--- src/core/swpc_pkg.sv ---
// swpc_pkg: constants, register map and state type of the sleep and wake power controller
// assumes: a 10 MHz system clock and a 32 kHz low-frequency clock level sampled on it
package swpc_pkg;

  localparam int unsigned SWPC_CLK_HZ = 10_000_000;
  localparam int unsigned SWPC_LF_HZ = 32_768;
  localparam int unsigned SWPC_PWR_UP_NS = 2_000;
  localparam int unsigned SWPC_PWR_UP_CYC_RAW = (SWPC_PWR_UP_NS * (SWPC_CLK_HZ / 1_000_000) + 999) / 1_000;
  localparam int unsigned SWPC_PWR_UP_CYC = (SWPC_PWR_UP_CYC_RAW < 1) ? 1 : SWPC_PWR_UP_CYC_RAW;

  // byte offsets of the avalon register words
  localparam logic [7:0] SWPC_CTRL_OFS = 8'h00;
  localparam logic [7:0] SWPC_WAKE_EN_OFS = 8'h04;
  localparam logic [7:0] SWPC_TIMEOUT_OFS = 8'h08;
  localparam logic [7:0] SWPC_STATE_OFS = 8'h0c;
  localparam logic [7:0] SWPC_IRQ_STAT_OFS = 8'h10;
  localparam logic [7:0] SWPC_IRQ_MASK_OFS = 8'h14;
  localparam logic [7:0] SWPC_SUBSYS_OFS = 8'h18;

  // control word fields
  localparam int unsigned SWPC_CTRL_ENTER_BIT = 0;
  localparam int unsigned SWPC_CTRL_MODE_LSB = 1;
  localparam int unsigned SWPC_CTRL_RETAIN_BIT = 3;
  localparam int unsigned SWPC_CTRL_AUTO_BIT = 4;
  localparam int unsigned SWPC_CTRL_STANDBY_BIT = 5;
  localparam int unsigned SWPC_CTRL_POL_BIT = 6;
  localparam logic [6:0] SWPC_CTRL_RESET = 7'h00;

  // wake source bit positions, shared by wake enable, irq status and irq mask
  localparam int unsigned SWPC_SRC_TIMER = 0;
  localparam int unsigned SWPC_SRC_GPIO = 1;
  localparam int unsigned SWPC_SRC_COMP = 2;
  localparam int unsigned SWPC_SRC_RTC = 3;
  localparam int unsigned SWPC_SRC_WDT = 4;
  localparam int unsigned SWPC_SRC_HOST = 5;
  localparam int unsigned SWPC_SRC_NUM = 6;
  localparam logic [5:0] SWPC_WAKE_EN_RESET = 6'h3f;
  localparam logic [5:0] SWPC_IRQ_MASK_RESET = 6'h00;
  localparam logic [23:0] SWPC_TIMEOUT_RESET = 24'h008000;

  // sleep target encodings in the control word
  localparam logic [1:0] SWPC_TGT_LIGHT = 2'h1;
  localparam logic [1:0] SWPC_TGT_DEEP = 2'h2;

  typedef enum logic [2:0] {
    SWPC_ST_ACTIVE = 3'b000,
    SWPC_ST_LIGHT = 3'b001,
    SWPC_ST_SERVE = 3'b010,
    SWPC_ST_DEEP = 3'b011,
    SWPC_ST_WAKE = 3'b100
  } swpc_state_type;

endpackage

--- src/core/swpc_top.sv ---
// swpc_top: sleep and wake power controller with an avalon-mm register slave
// assumes: all inputs synchronous to clk; lf_clk is the 32 kHz clock seen as a level on clk
`timescale 1ns/1ps
`default_nettype none
module swpc_top
  import swpc_pkg::*;
#(
  parameter int unsigned N_SUBSYS = 4,
  parameter int unsigned TIMER_W = 24
) (
  input wire logic clk,
  input wire logic rst,
  // avalon-mm slave
  input wire logic [7:0] avs_address,
  input wire logic avs_read,
  input wire logic avs_write,
  input wire logic [31:0] avs_writedata,
  output logic [31:0] avs_readdata,
  output logic avs_waitrequest,
  output logic irq,
  // wake sources and activity
  input wire logic lf_clk,
  input wire logic gpio_wake,
  input wire logic comp_event,
  input wire logic rtc_timeout,
  input wire logic wdt_irq,
  input wire logic host_cmd_req,
  input wire logic host_cmd_done,
  input wire logic cpu_idle,
  input wire logic [N_SUBSYS-1:0] subsys_busy,
  // host interface type detection
  input wire logic host_if_det_valid,
  input wire logic [1:0] host_if_det_type,
  // power and clock controls
  output logic hf_clk_en,
  output logic cpu_clk_en,
  output logic host_if_clk_en,
  output logic [N_SUBSYS-1:0] subsys_pwr_en,
  output logic [N_SUBSYS-1:0] subsys_clk_en,
  output logic ram_retain,
  output logic aon_low_supply,
  output logic [1:0] host_if_sel,
  output logic host_if_sel_valid,
  output logic wake_pulse
);

  ////////////////////////////////////////////////////////////////////////////
  // registers

  swpc_state_type state_reg, state_next;
  logic [6:0] ctrl_reg;
  logic [SWPC_SRC_NUM-1:0] wake_en_reg;
  logic [TIMER_W-1:0] timeout_reg;
  logic [SWPC_SRC_NUM-1:0] irq_stat_reg;
  logic [SWPC_SRC_NUM-1:0] irq_mask_reg;
  logic [N_SUBSYS-1:0] subsys_en_reg;
  logic [TIMER_W-1:0] timer_reg;
  logic [7:0] pwr_cnt_reg;
  logic lf_prev_reg;
  logic enter_reg;
  logic [1:0] host_if_reg;
  logic host_if_valid_reg;
  logic wait_reg;
  logic [31:0] rdata_reg;

  logic lf_tick;
  logic timer_exp;
  logic gpio_hit;
  logic [SWPC_SRC_NUM-1:0] src_raw;
  logic [SWPC_SRC_NUM-1:0] src_allowed;
  logic [SWPC_SRC_NUM-1:0] stat_clr;
  logic wake_any;
  logic bus_done;
  logic wr_en;
  logic rd_en;
  logic sleep_go;
  logic [1:0] tgt_mode;
  logic standby;

  ////////////////////////////////////////////////////////////////////////////
  // wake source qualification

  assign lf_tick = lf_clk & ~lf_prev_reg;
  assign timer_exp = (timer_reg == '0);
  assign gpio_hit = (gpio_wake == ctrl_reg[SWPC_CTRL_POL_BIT]);
  assign tgt_mode = ctrl_reg[SWPC_CTRL_MODE_LSB +: 2];
  assign standby = ctrl_reg[SWPC_CTRL_STANDBY_BIT];

  always_comb begin
    src_raw = '0;
    src_raw[SWPC_SRC_TIMER] = timer_exp;
    src_raw[SWPC_SRC_GPIO] = gpio_hit;
    src_raw[SWPC_SRC_COMP] = comp_event;
    src_raw[SWPC_SRC_RTC] = rtc_timeout;
    src_raw[SWPC_SRC_WDT] = wdt_irq;
    src_raw[SWPC_SRC_HOST] = host_cmd_req;
  end

  // each sleep mode listens only to its own sources
  always_comb begin
    src_allowed = '0;
    if (state_reg == SWPC_ST_DEEP) begin
      src_allowed = src_raw & wake_en_reg;
      src_allowed[SWPC_SRC_HOST] = 1'b0;
    end else if (state_reg == SWPC_ST_LIGHT) begin
      src_allowed[SWPC_SRC_TIMER] = src_raw[SWPC_SRC_TIMER] & wake_en_reg[SWPC_SRC_TIMER];
      src_allowed[SWPC_SRC_GPIO] = src_raw[SWPC_SRC_GPIO] & wake_en_reg[SWPC_SRC_GPIO];
      src_allowed[SWPC_SRC_HOST] = src_raw[SWPC_SRC_HOST];
    end
  end

  assign wake_any = |src_allowed;

  // sleep request from software, or on its own when the cpu is idle
  assign sleep_go = (enter_reg | (ctrl_reg[SWPC_CTRL_AUTO_BIT] & cpu_idle)) &
                    ((tgt_mode == SWPC_TGT_LIGHT) | (tgt_mode == SWPC_TGT_DEEP));

  ////////////////////////////////////////////////////////////////////////////
  // sleep state machine

  always_comb begin
    state_next = state_reg;
    case (state_reg)
      SWPC_ST_ACTIVE: begin
        if (sleep_go && tgt_mode == SWPC_TGT_DEEP) begin
          state_next = SWPC_ST_DEEP;
        end else if (sleep_go) begin
          state_next = SWPC_ST_LIGHT;
        end
      end
      SWPC_ST_LIGHT: begin
        if (src_allowed[SWPC_SRC_HOST]) begin
          state_next = SWPC_ST_SERVE;
        end else if (src_allowed[SWPC_SRC_TIMER] && standby) begin
          state_next = SWPC_ST_SERVE;
        end else if (wake_any) begin
          state_next = SWPC_ST_ACTIVE;
        end
      end
      SWPC_ST_SERVE: begin
        if (host_cmd_done || (standby && cpu_idle && !host_cmd_req)) begin
          state_next = SWPC_ST_LIGHT;
        end
      end
      SWPC_ST_DEEP: begin
        if (wake_any) begin
          state_next = SWPC_ST_WAKE;
        end
      end
      SWPC_ST_WAKE: begin
        if (pwr_cnt_reg == 8'(SWPC_PWR_UP_CYC - 1)) begin
          state_next = SWPC_ST_ACTIVE;
        end
      end
      default: begin
        state_next = SWPC_ST_ACTIVE;
      end
    endcase
  end

  always_ff @(posedge clk or posedge rst) begin
    if (rst) begin
      state_reg <= SWPC_ST_ACTIVE;
    end else begin
      state_reg <= state_next;
    end
  end

  // power-up settle count after deep sleep
  always_ff @(posedge clk or posedge rst) begin
    if (rst) begin
      pwr_cnt_reg <= 8'h00;
    end else if (state_reg == SWPC_ST_WAKE) begin
      pwr_cnt_reg <= pwr_cnt_reg + 8'h01;
    end else begin
      pwr_cnt_reg <= 8'h00;
    end
  end

  ////////////////////////////////////////////////////////////////////////////
  // always-on sleep timer, counts low-frequency ticks down to zero

  always_ff @(posedge clk or posedge rst) begin
    if (rst) begin
      lf_prev_reg <= 1'b0;
    end else begin
      lf_prev_reg <= lf_clk;
    end
  end

  always_ff @(posedge clk or posedge rst) begin
    if (rst) begin
      timer_reg <= SWPC_TIMEOUT_RESET[TIMER_W-1:0];
    end else if (state_reg != state_next &&
                 (state_next == SWPC_ST_LIGHT || state_next == SWPC_ST_DEEP)) begin
      timer_reg <= timeout_reg;
    end else if ((state_reg == SWPC_ST_LIGHT || state_reg == SWPC_ST_DEEP) && lf_tick && !timer_exp) begin
      timer_reg <= timer_reg - 1'b1;
    end
  end

  ////////////////////////////////////////////////////////////////////////////
  // host interface type, caught once after power-up

  always_ff @(posedge clk or posedge rst) begin
    if (rst) begin
      host_if_reg <= 2'h0;
      host_if_valid_reg <= 1'b0;
    end else if (host_if_det_valid && !host_if_valid_reg) begin
      host_if_reg <= host_if_det_type;
      host_if_valid_reg <= 1'b1;
    end
  end

  ////////////////////////////////////////////////////////////////////////////
  // power and clock outputs

  always_ff @(posedge clk or posedge rst) begin
    if (rst) begin
      hf_clk_en <= 1'b1;
      cpu_clk_en <= 1'b1;
      host_if_clk_en <= 1'b1;
      ram_retain <= 1'b1;
      aon_low_supply <= 1'b0;
      wake_pulse <= 1'b0;
    end else begin
      hf_clk_en <= (state_next == SWPC_ST_ACTIVE) || (state_next == SWPC_ST_SERVE);
      cpu_clk_en <= (state_next == SWPC_ST_ACTIVE) || (state_next == SWPC_ST_SERVE);
      host_if_clk_en <= (state_next != SWPC_ST_DEEP);
      ram_retain <= (state_next != SWPC_ST_DEEP) || ctrl_reg[SWPC_CTRL_RETAIN_BIT];
      aon_low_supply <= (state_next == SWPC_ST_DEEP);
      wake_pulse <= (state_reg != SWPC_ST_ACTIVE) && (state_next == SWPC_ST_ACTIVE) &&
                    (state_reg != SWPC_ST_SERVE);
    end
  end

  always_ff @(posedge clk or posedge rst) begin
    if (rst) begin
      host_if_sel <= 2'h0;
      host_if_sel_valid <= 1'b0;
    end else begin
      host_if_sel <= host_if_valid_reg ? host_if_reg : host_if_det_type;
      host_if_sel_valid <= host_if_valid_reg;
    end
  end

  // per-subsystem power and clock gating
  generate
    for (genvar i = 0; i < N_SUBSYS; i++) begin : g_subsys
      always_ff @(posedge clk or posedge rst) begin
        if (rst) begin
          subsys_pwr_en[i] <= 1'b1;
          subsys_clk_en[i] <= 1'b1;
        end else begin
          subsys_pwr_en[i] <= subsys_en_reg[i] && (state_next != SWPC_ST_DEEP);
          subsys_clk_en[i] <= subsys_en_reg[i] && subsys_busy[i] &&
                              (state_next == SWPC_ST_ACTIVE || state_next == SWPC_ST_SERVE);
        end
      end
    end
  endgenerate

  ////////////////////////////////////////////////////////////////////////////
  // avalon-mm slave: one wait cycle, answer on the second edge

  assign bus_done = (avs_read | avs_write) & ~wait_reg;
  assign wr_en = avs_write & ~wait_reg;
  assign rd_en = avs_read & ~wait_reg;

  always_ff @(posedge clk or posedge rst) begin
    if (rst) begin
      wait_reg <= 1'b1;
    end else if ((avs_read || avs_write) && wait_reg) begin
      wait_reg <= 1'b0;
    end else begin
      wait_reg <= 1'b1;
    end
  end

  assign avs_waitrequest = wait_reg;

  always_ff @(posedge clk or posedge rst) begin
    if (rst) begin
      rdata_reg <= 32'h00000000;
    end else if (avs_read && wait_reg) begin
      case (avs_address)
        SWPC_CTRL_OFS: rdata_reg <= {25'h0, ctrl_reg};
        SWPC_WAKE_EN_OFS: rdata_reg <= {26'h0, wake_en_reg};
        SWPC_TIMEOUT_OFS: rdata_reg <= 32'(timeout_reg);
        SWPC_STATE_OFS: rdata_reg <= {16'h0000, 8'(timer_reg[TIMER_W-1 -: 8]), 2'h0,
                                      host_if_valid_reg, host_if_reg, state_reg};
        SWPC_IRQ_STAT_OFS: rdata_reg <= {26'h0, irq_stat_reg};
        SWPC_IRQ_MASK_OFS: rdata_reg <= {26'h0, irq_mask_reg};
        SWPC_SUBSYS_OFS: rdata_reg <= 32'(subsys_en_reg);
        default: rdata_reg <= 32'h00000000;
      endcase
    end
  end

  assign avs_readdata = rdata_reg;

  // control word; the enter bit is a one-cycle request
  always_ff @(posedge clk or posedge rst) begin
    if (rst) begin
      ctrl_reg <= SWPC_CTRL_RESET;
      enter_reg <= 1'b0;
    end else begin
      enter_reg <= 1'b0;
      if (wr_en && avs_address == SWPC_CTRL_OFS) begin
        ctrl_reg <= {avs_writedata[6:1], 1'b0};
        enter_reg <= avs_writedata[SWPC_CTRL_ENTER_BIT];
      end
    end
  end

  always_ff @(posedge clk or posedge rst) begin
    if (rst) begin
      wake_en_reg <= SWPC_WAKE_EN_RESET;
      timeout_reg <= SWPC_TIMEOUT_RESET[TIMER_W-1:0];
      irq_mask_reg <= SWPC_IRQ_MASK_RESET;
      subsys_en_reg <= '1;
    end else if (wr_en) begin
      case (avs_address)
        SWPC_WAKE_EN_OFS: wake_en_reg <= avs_writedata[SWPC_SRC_NUM-1:0];
        SWPC_TIMEOUT_OFS: timeout_reg <= avs_writedata[TIMER_W-1:0];
        SWPC_IRQ_MASK_OFS: irq_mask_reg <= avs_writedata[SWPC_SRC_NUM-1:0];
        SWPC_SUBSYS_OFS: subsys_en_reg <= avs_writedata[N_SUBSYS-1:0];
        default: begin
        end
      endcase
    end
  end

  // sticky wake causes; a read clears only the bits it returned, so no cause is lost
  assign stat_clr = (rd_en && avs_address == SWPC_IRQ_STAT_OFS) ? rdata_reg[SWPC_SRC_NUM-1:0] : '0;

  always_ff @(posedge clk or posedge rst) begin
    if (rst) begin
      irq_stat_reg <= '0;
    end else begin
      if (rd_en && avs_address == SWPC_IRQ_STAT_OFS) begin
        irq_stat_reg <= (irq_stat_reg & ~stat_clr) | src_allowed;
      end else begin
        irq_stat_reg <= irq_stat_reg | src_allowed;
      end
    end
  end

  always_ff @(posedge clk or posedge rst) begin
    if (rst) begin
      irq <= 1'b0;
    end else begin
      irq <= |(((irq_stat_reg & ~stat_clr) | src_allowed) & irq_mask_reg);
    end
  end

endmodule // swpc_top
`default_nettype wire

--- config.mk ---
export PLATFORM = sky130hd
export DESIGN_NAME = swpc_top
export DESIGN_NICKNAME = d
export VERILOG_FILES = /design/src/core/swpc_pkg.sv /design/src/core/swpc_top.sv
export SDC_FILE = /design/constraint.sdc
export NUM_CORES = 1
export LEC_CHECK = 0
export ABC_AREA = 0
export BUFFER_PORTS_ARGS = -buffer_cell sky130_fd_sc_hd__buf_2
export CORE_MARGIN = 2
export CORE_UTILIZATION = 45
export CTS_CLUSTER_DIAMETER = 200
export DETAILED_ROUTE_END_ITERATION = 8
export GPL_TIMING_DRIVEN = 1
export PLACE_DENSITY = 0.69
export SKIP_LAST_GASP = 1
export SYNTH_ARGS = -nofsm -noshare
export SYNTH_HDL_FRONTEND = slang
export SYNTH_SLANG_ARGS = --single-unit
--- constraint.sdc ---
create_clock -name clk -period 10.6 [get_ports clk]
set_input_delay 1.06 -clock clk [delete_from_list [all_inputs] [get_ports clk]]
set_output_delay 1.06 -clock clk [all_outputs]
set_load 0.01 [all_outputs]
==> metrics.md <==
| Metric | Value |
|---|---|
| Status | finished clean |
| # hold bufs at CTS | 0 |
| Largest cells by area after synthesis | dfrtp_1 (43%), dfstp_2 (9.8%), mux2_2 (8.0%) |
| Total CTS buffers | 17 |
| Pin count of the biggest net entering global routing | 75 |
| Root buf cell | clkbuf_16 |
| CTS Sinks | 134 |
| # nets final | 734 |
| Internal power | 847 uW |
| Share of cells above drive strength 1 | 31.4% |
| Worst path cell trace | buf_2, nor4_2, buf_4, and3_1, nand2_1, mux2_2 |
| Starting Density | 46.3% |
| Vias in the first global route | 5131 |
| Skew-Pair Late Insertion Delay | 420 ps |
| Comb pwr share | 5.6% |
| Kind of critical path | input port to flip-flop |
| Design Power | 1.10 mW |
| Data required, critical path | 10900 ps |
| Dominant synthesized flop cell | dfrtp_1 |
| Postcts setup bufs | 0 |
| Tot GR Track Use | 23.3% |
| Final hold viol count | 0 |
| RSZ-0062 raised after global routing | false |
| Post-synthesis cell count | 587 |
| Core Area | 13900 um^2 |
| Switching share of total power | 23.0% |
| CP startpoint kind | input port |
| Max-cap violation count | 0 |
| Rows | 43 |
| Worst-margin pin slew | 1110 ps |
| Clock slew at reported path FFs | 60 ps |
| Placed Area | 7020 um^2 |
| Crit. End Element | flip-flop |
| Fmax | 268 MHz |
| Worst hold path depth | 2 |
| TNS Setup | 0 ps |
| Area grow syn2layout | 16.6% |
| Reg power frac | 48.4% |
| Skew final | 7.15 ps |
| H-tree levels | 4 |
| Leakage | 3.46 nW |
| Routed WL | 16900 um |
| VDD IR-drop max | 0.0777 mV |
| First-pass GRT wire length | 27200 um |
| Total grt overflow | 0 |
| Sequential share of the synthesized area | 52.5% |
| Vias per std cell | 6.04 |
| Share of Yosys cell area claimed by the top area cell type | 42.7% |
| Number of diodes | 0 |
| Pre-CTS setup slack | 6470 ps |
| Post-synth EDFFs | 0 |
| Initial antenna violation count | 0 |
| WHS | 472 ps |
| I/O pin count | 110 |
| Initial drt markers | 365 |
| # port buffers | 93 |
| Vias | 5222 |
| CP Max Fanout | 25 |
| Number of fill cells | 1199 |
| Final Cell Area | 7510 um^2 |
| Clock Power Share | 46.1% |
| Syn. warnings | 0 |
| Clock buffer depth | 2 |
| Setup violators final | 0 |
| Number of register bits inferred by synthesis | 134 |
| Die X | 124 um |
| Cell at the slowest stage of the critical path | nand2_1 |
| Async set or reset register ratio after synthesis | 100% |
| Max stage delay on crit path | 930 ps |
| Critical path data arrival time | 4030 ps |
| Minimum clock period | 3730 ps |
| Pwr dens | 146 nW/um^2 |
| Slew Viols, Final | 0 |
| Worst r2r path cells | 5 |
| Die Height | 124 um |
| Synth unique cells | 65 |
| Reg2reg setup slack | 7520 ps |
| Max transition margin | 25.6% |
| Period Utilization, post-route | 35.2% |
| Switch Pwr | 253 uW |
| Post-cts resize count | 0 |
| ANT nets after route | 0 |
| Type of the tightest min-delay check | flip-flop to flip-flop |
| # DRC | 0 |
| Post-Syn Area | 6450 um^2 |
| Placed wire-length estimate | 11800 um |
| Average size of a mapped cell | 11.0 um^2 |
| Setup ws final | 6870 ps |
| Synth area leader | dfrtp_1 |
| Routed wire per std cell | 19.6 um |
| RD Place Congestion | 0.891 |
| CTS tree | built |
| Die area | 15300 um^2 |
| Initial DRT Pass Iterations | 6 |
worst paths after layout:
| kind | start | end |
|---|---|---|
| setup / recovery | avs_address[5] | timeout_reg[4] |
| hold / removal | avs_readdata[11] | avs_readdata[11] |
| setup reg to reg | timer_reg[16] | timer_reg[2] |
| hold reg to reg | avs_readdata[11] | avs_readdata[11] |
| max in group asynchronous | rst | irq_mask_reg[3] |
| min in group asynchronous | rst | timer_reg[3] |
through the flow:
| step | cells | util, % |
|---|---|---|
| after floorplan | 594 | - |
| after global placement | 832 | 50.3 |
| after detailed placement | 832 | 50.3 |
| after CTS | 864 | 53.9 |
| after global routing | 864 | 53.9 |
| final | 864 | 53.9 |
layout make-up:
type                    count  area (um^2)  share of cell area [%]
clock buffers              26          469                    6.24
clock inverters             6         30.0                   0.400
repair buffers            100          518                    6.89
inverters                  17         66.3                   0.882
flip-flops and latches    134         3380                    45.0
multi-input cells         401         2820                    37.6
well taps                 180          225                    3.00
routing by layer:
metal  global-route usage [%]  vias up  part of all wire, %
met5                        0        -                    0
met4                     8.10        0                  1.9
met3                     5.22       39                  5.9
met2                     37.3      203                   48
met1                     31.3     2627                   44
li1                         -     2353                    -
logic make-up (layout without fill, tap and decap cells):
| kind of cell | count (synthesis) | in the layout | share of synthesized area, % |
|---|---|---|---|
| simple gates | 196 | 196 | 16.2 |
| flops | 134 | 134 | 52.5 |
| compound gates | 125 | 125 | 14.6 |
| mux | 61 | 61 | 10.4 |
| buf+inv | 59 | 149 | 4.50 |
| xor+xnor | 7 | 7 | 0.951 |
| fa+ha+maj | 4 | 4 | 0.776 |
| other cells | 1 | 8 | 0.0582 |
Yosys cell counts, types with 4 or more instances:
cell	n
a221o_1	8
and3_1	9
or2_2	7
nor4_1	8
o2bb2ai_1	7
a21oi_1	4
nand2_1	64
buf_4	9
nor3_1	12
nand3_1	23
a22oi_1	16
nor4b_1	7
nor2_1	23
a22o_1	5
inv_1	17
nor2b_1	5
xor2_1	5
mux2_2	46
or4_1	12
o21ai_0	32
a31oi_1	4
a21o_1	5
clkbuf_1	25
ha_1	4
o22ai_1	5
buf_6	4
dfrtp_1	110
o311ai_0	7
mux2i_1	14
nand4_1	9
o211ai_1	6
dfstp_2	24
a32oi_1	6
critical path: cells and delay by family:
kind                   cells  cell delay (ps)
and+or+nand+nor            3             2010
muxes                      1              560
buffers and inverters      2              370
power groups by stage:
stage          registers (mW)  logic, mW  clock network [mW]
2_1_floorplan           0.539     0.0369                   0
3_3_place_gp            0.540     0.0596                   0
3_5_place_dp            0.540     0.0615                   0
4_1_cts                 0.532     0.0617               0.513
5_1_grt                 0.533     0.0682               0.535
6_report                0.532     0.0614               0.507
layout by cell type, fill, tap and decap left out, types with 6 or more instances in the layout:
cell         n
a221o_1      8
a22oi_1     16
a32oi_1      6
and3_1       9
buf_2       93
buf_4        7
clkbuf_1     8
clkbuf_16   17
clkinv_2     6
conb_1       8
dfrtp_1    110
dfstp_2     24
inv_1       16
mux2_2      46
mux2i_1     14
nand2_1     64
nand3_1     23
nand4_1      9
nor2_1      23
nor3_1      11
nor4_1       6
nor4b_1      6
o211ai_1     6
o21ai_0     32
o2bb2ai_1    7
o311ai_0     7
or2_2        7
or4_1       12
No activity file was read; power rests on OpenSTA's default activity.
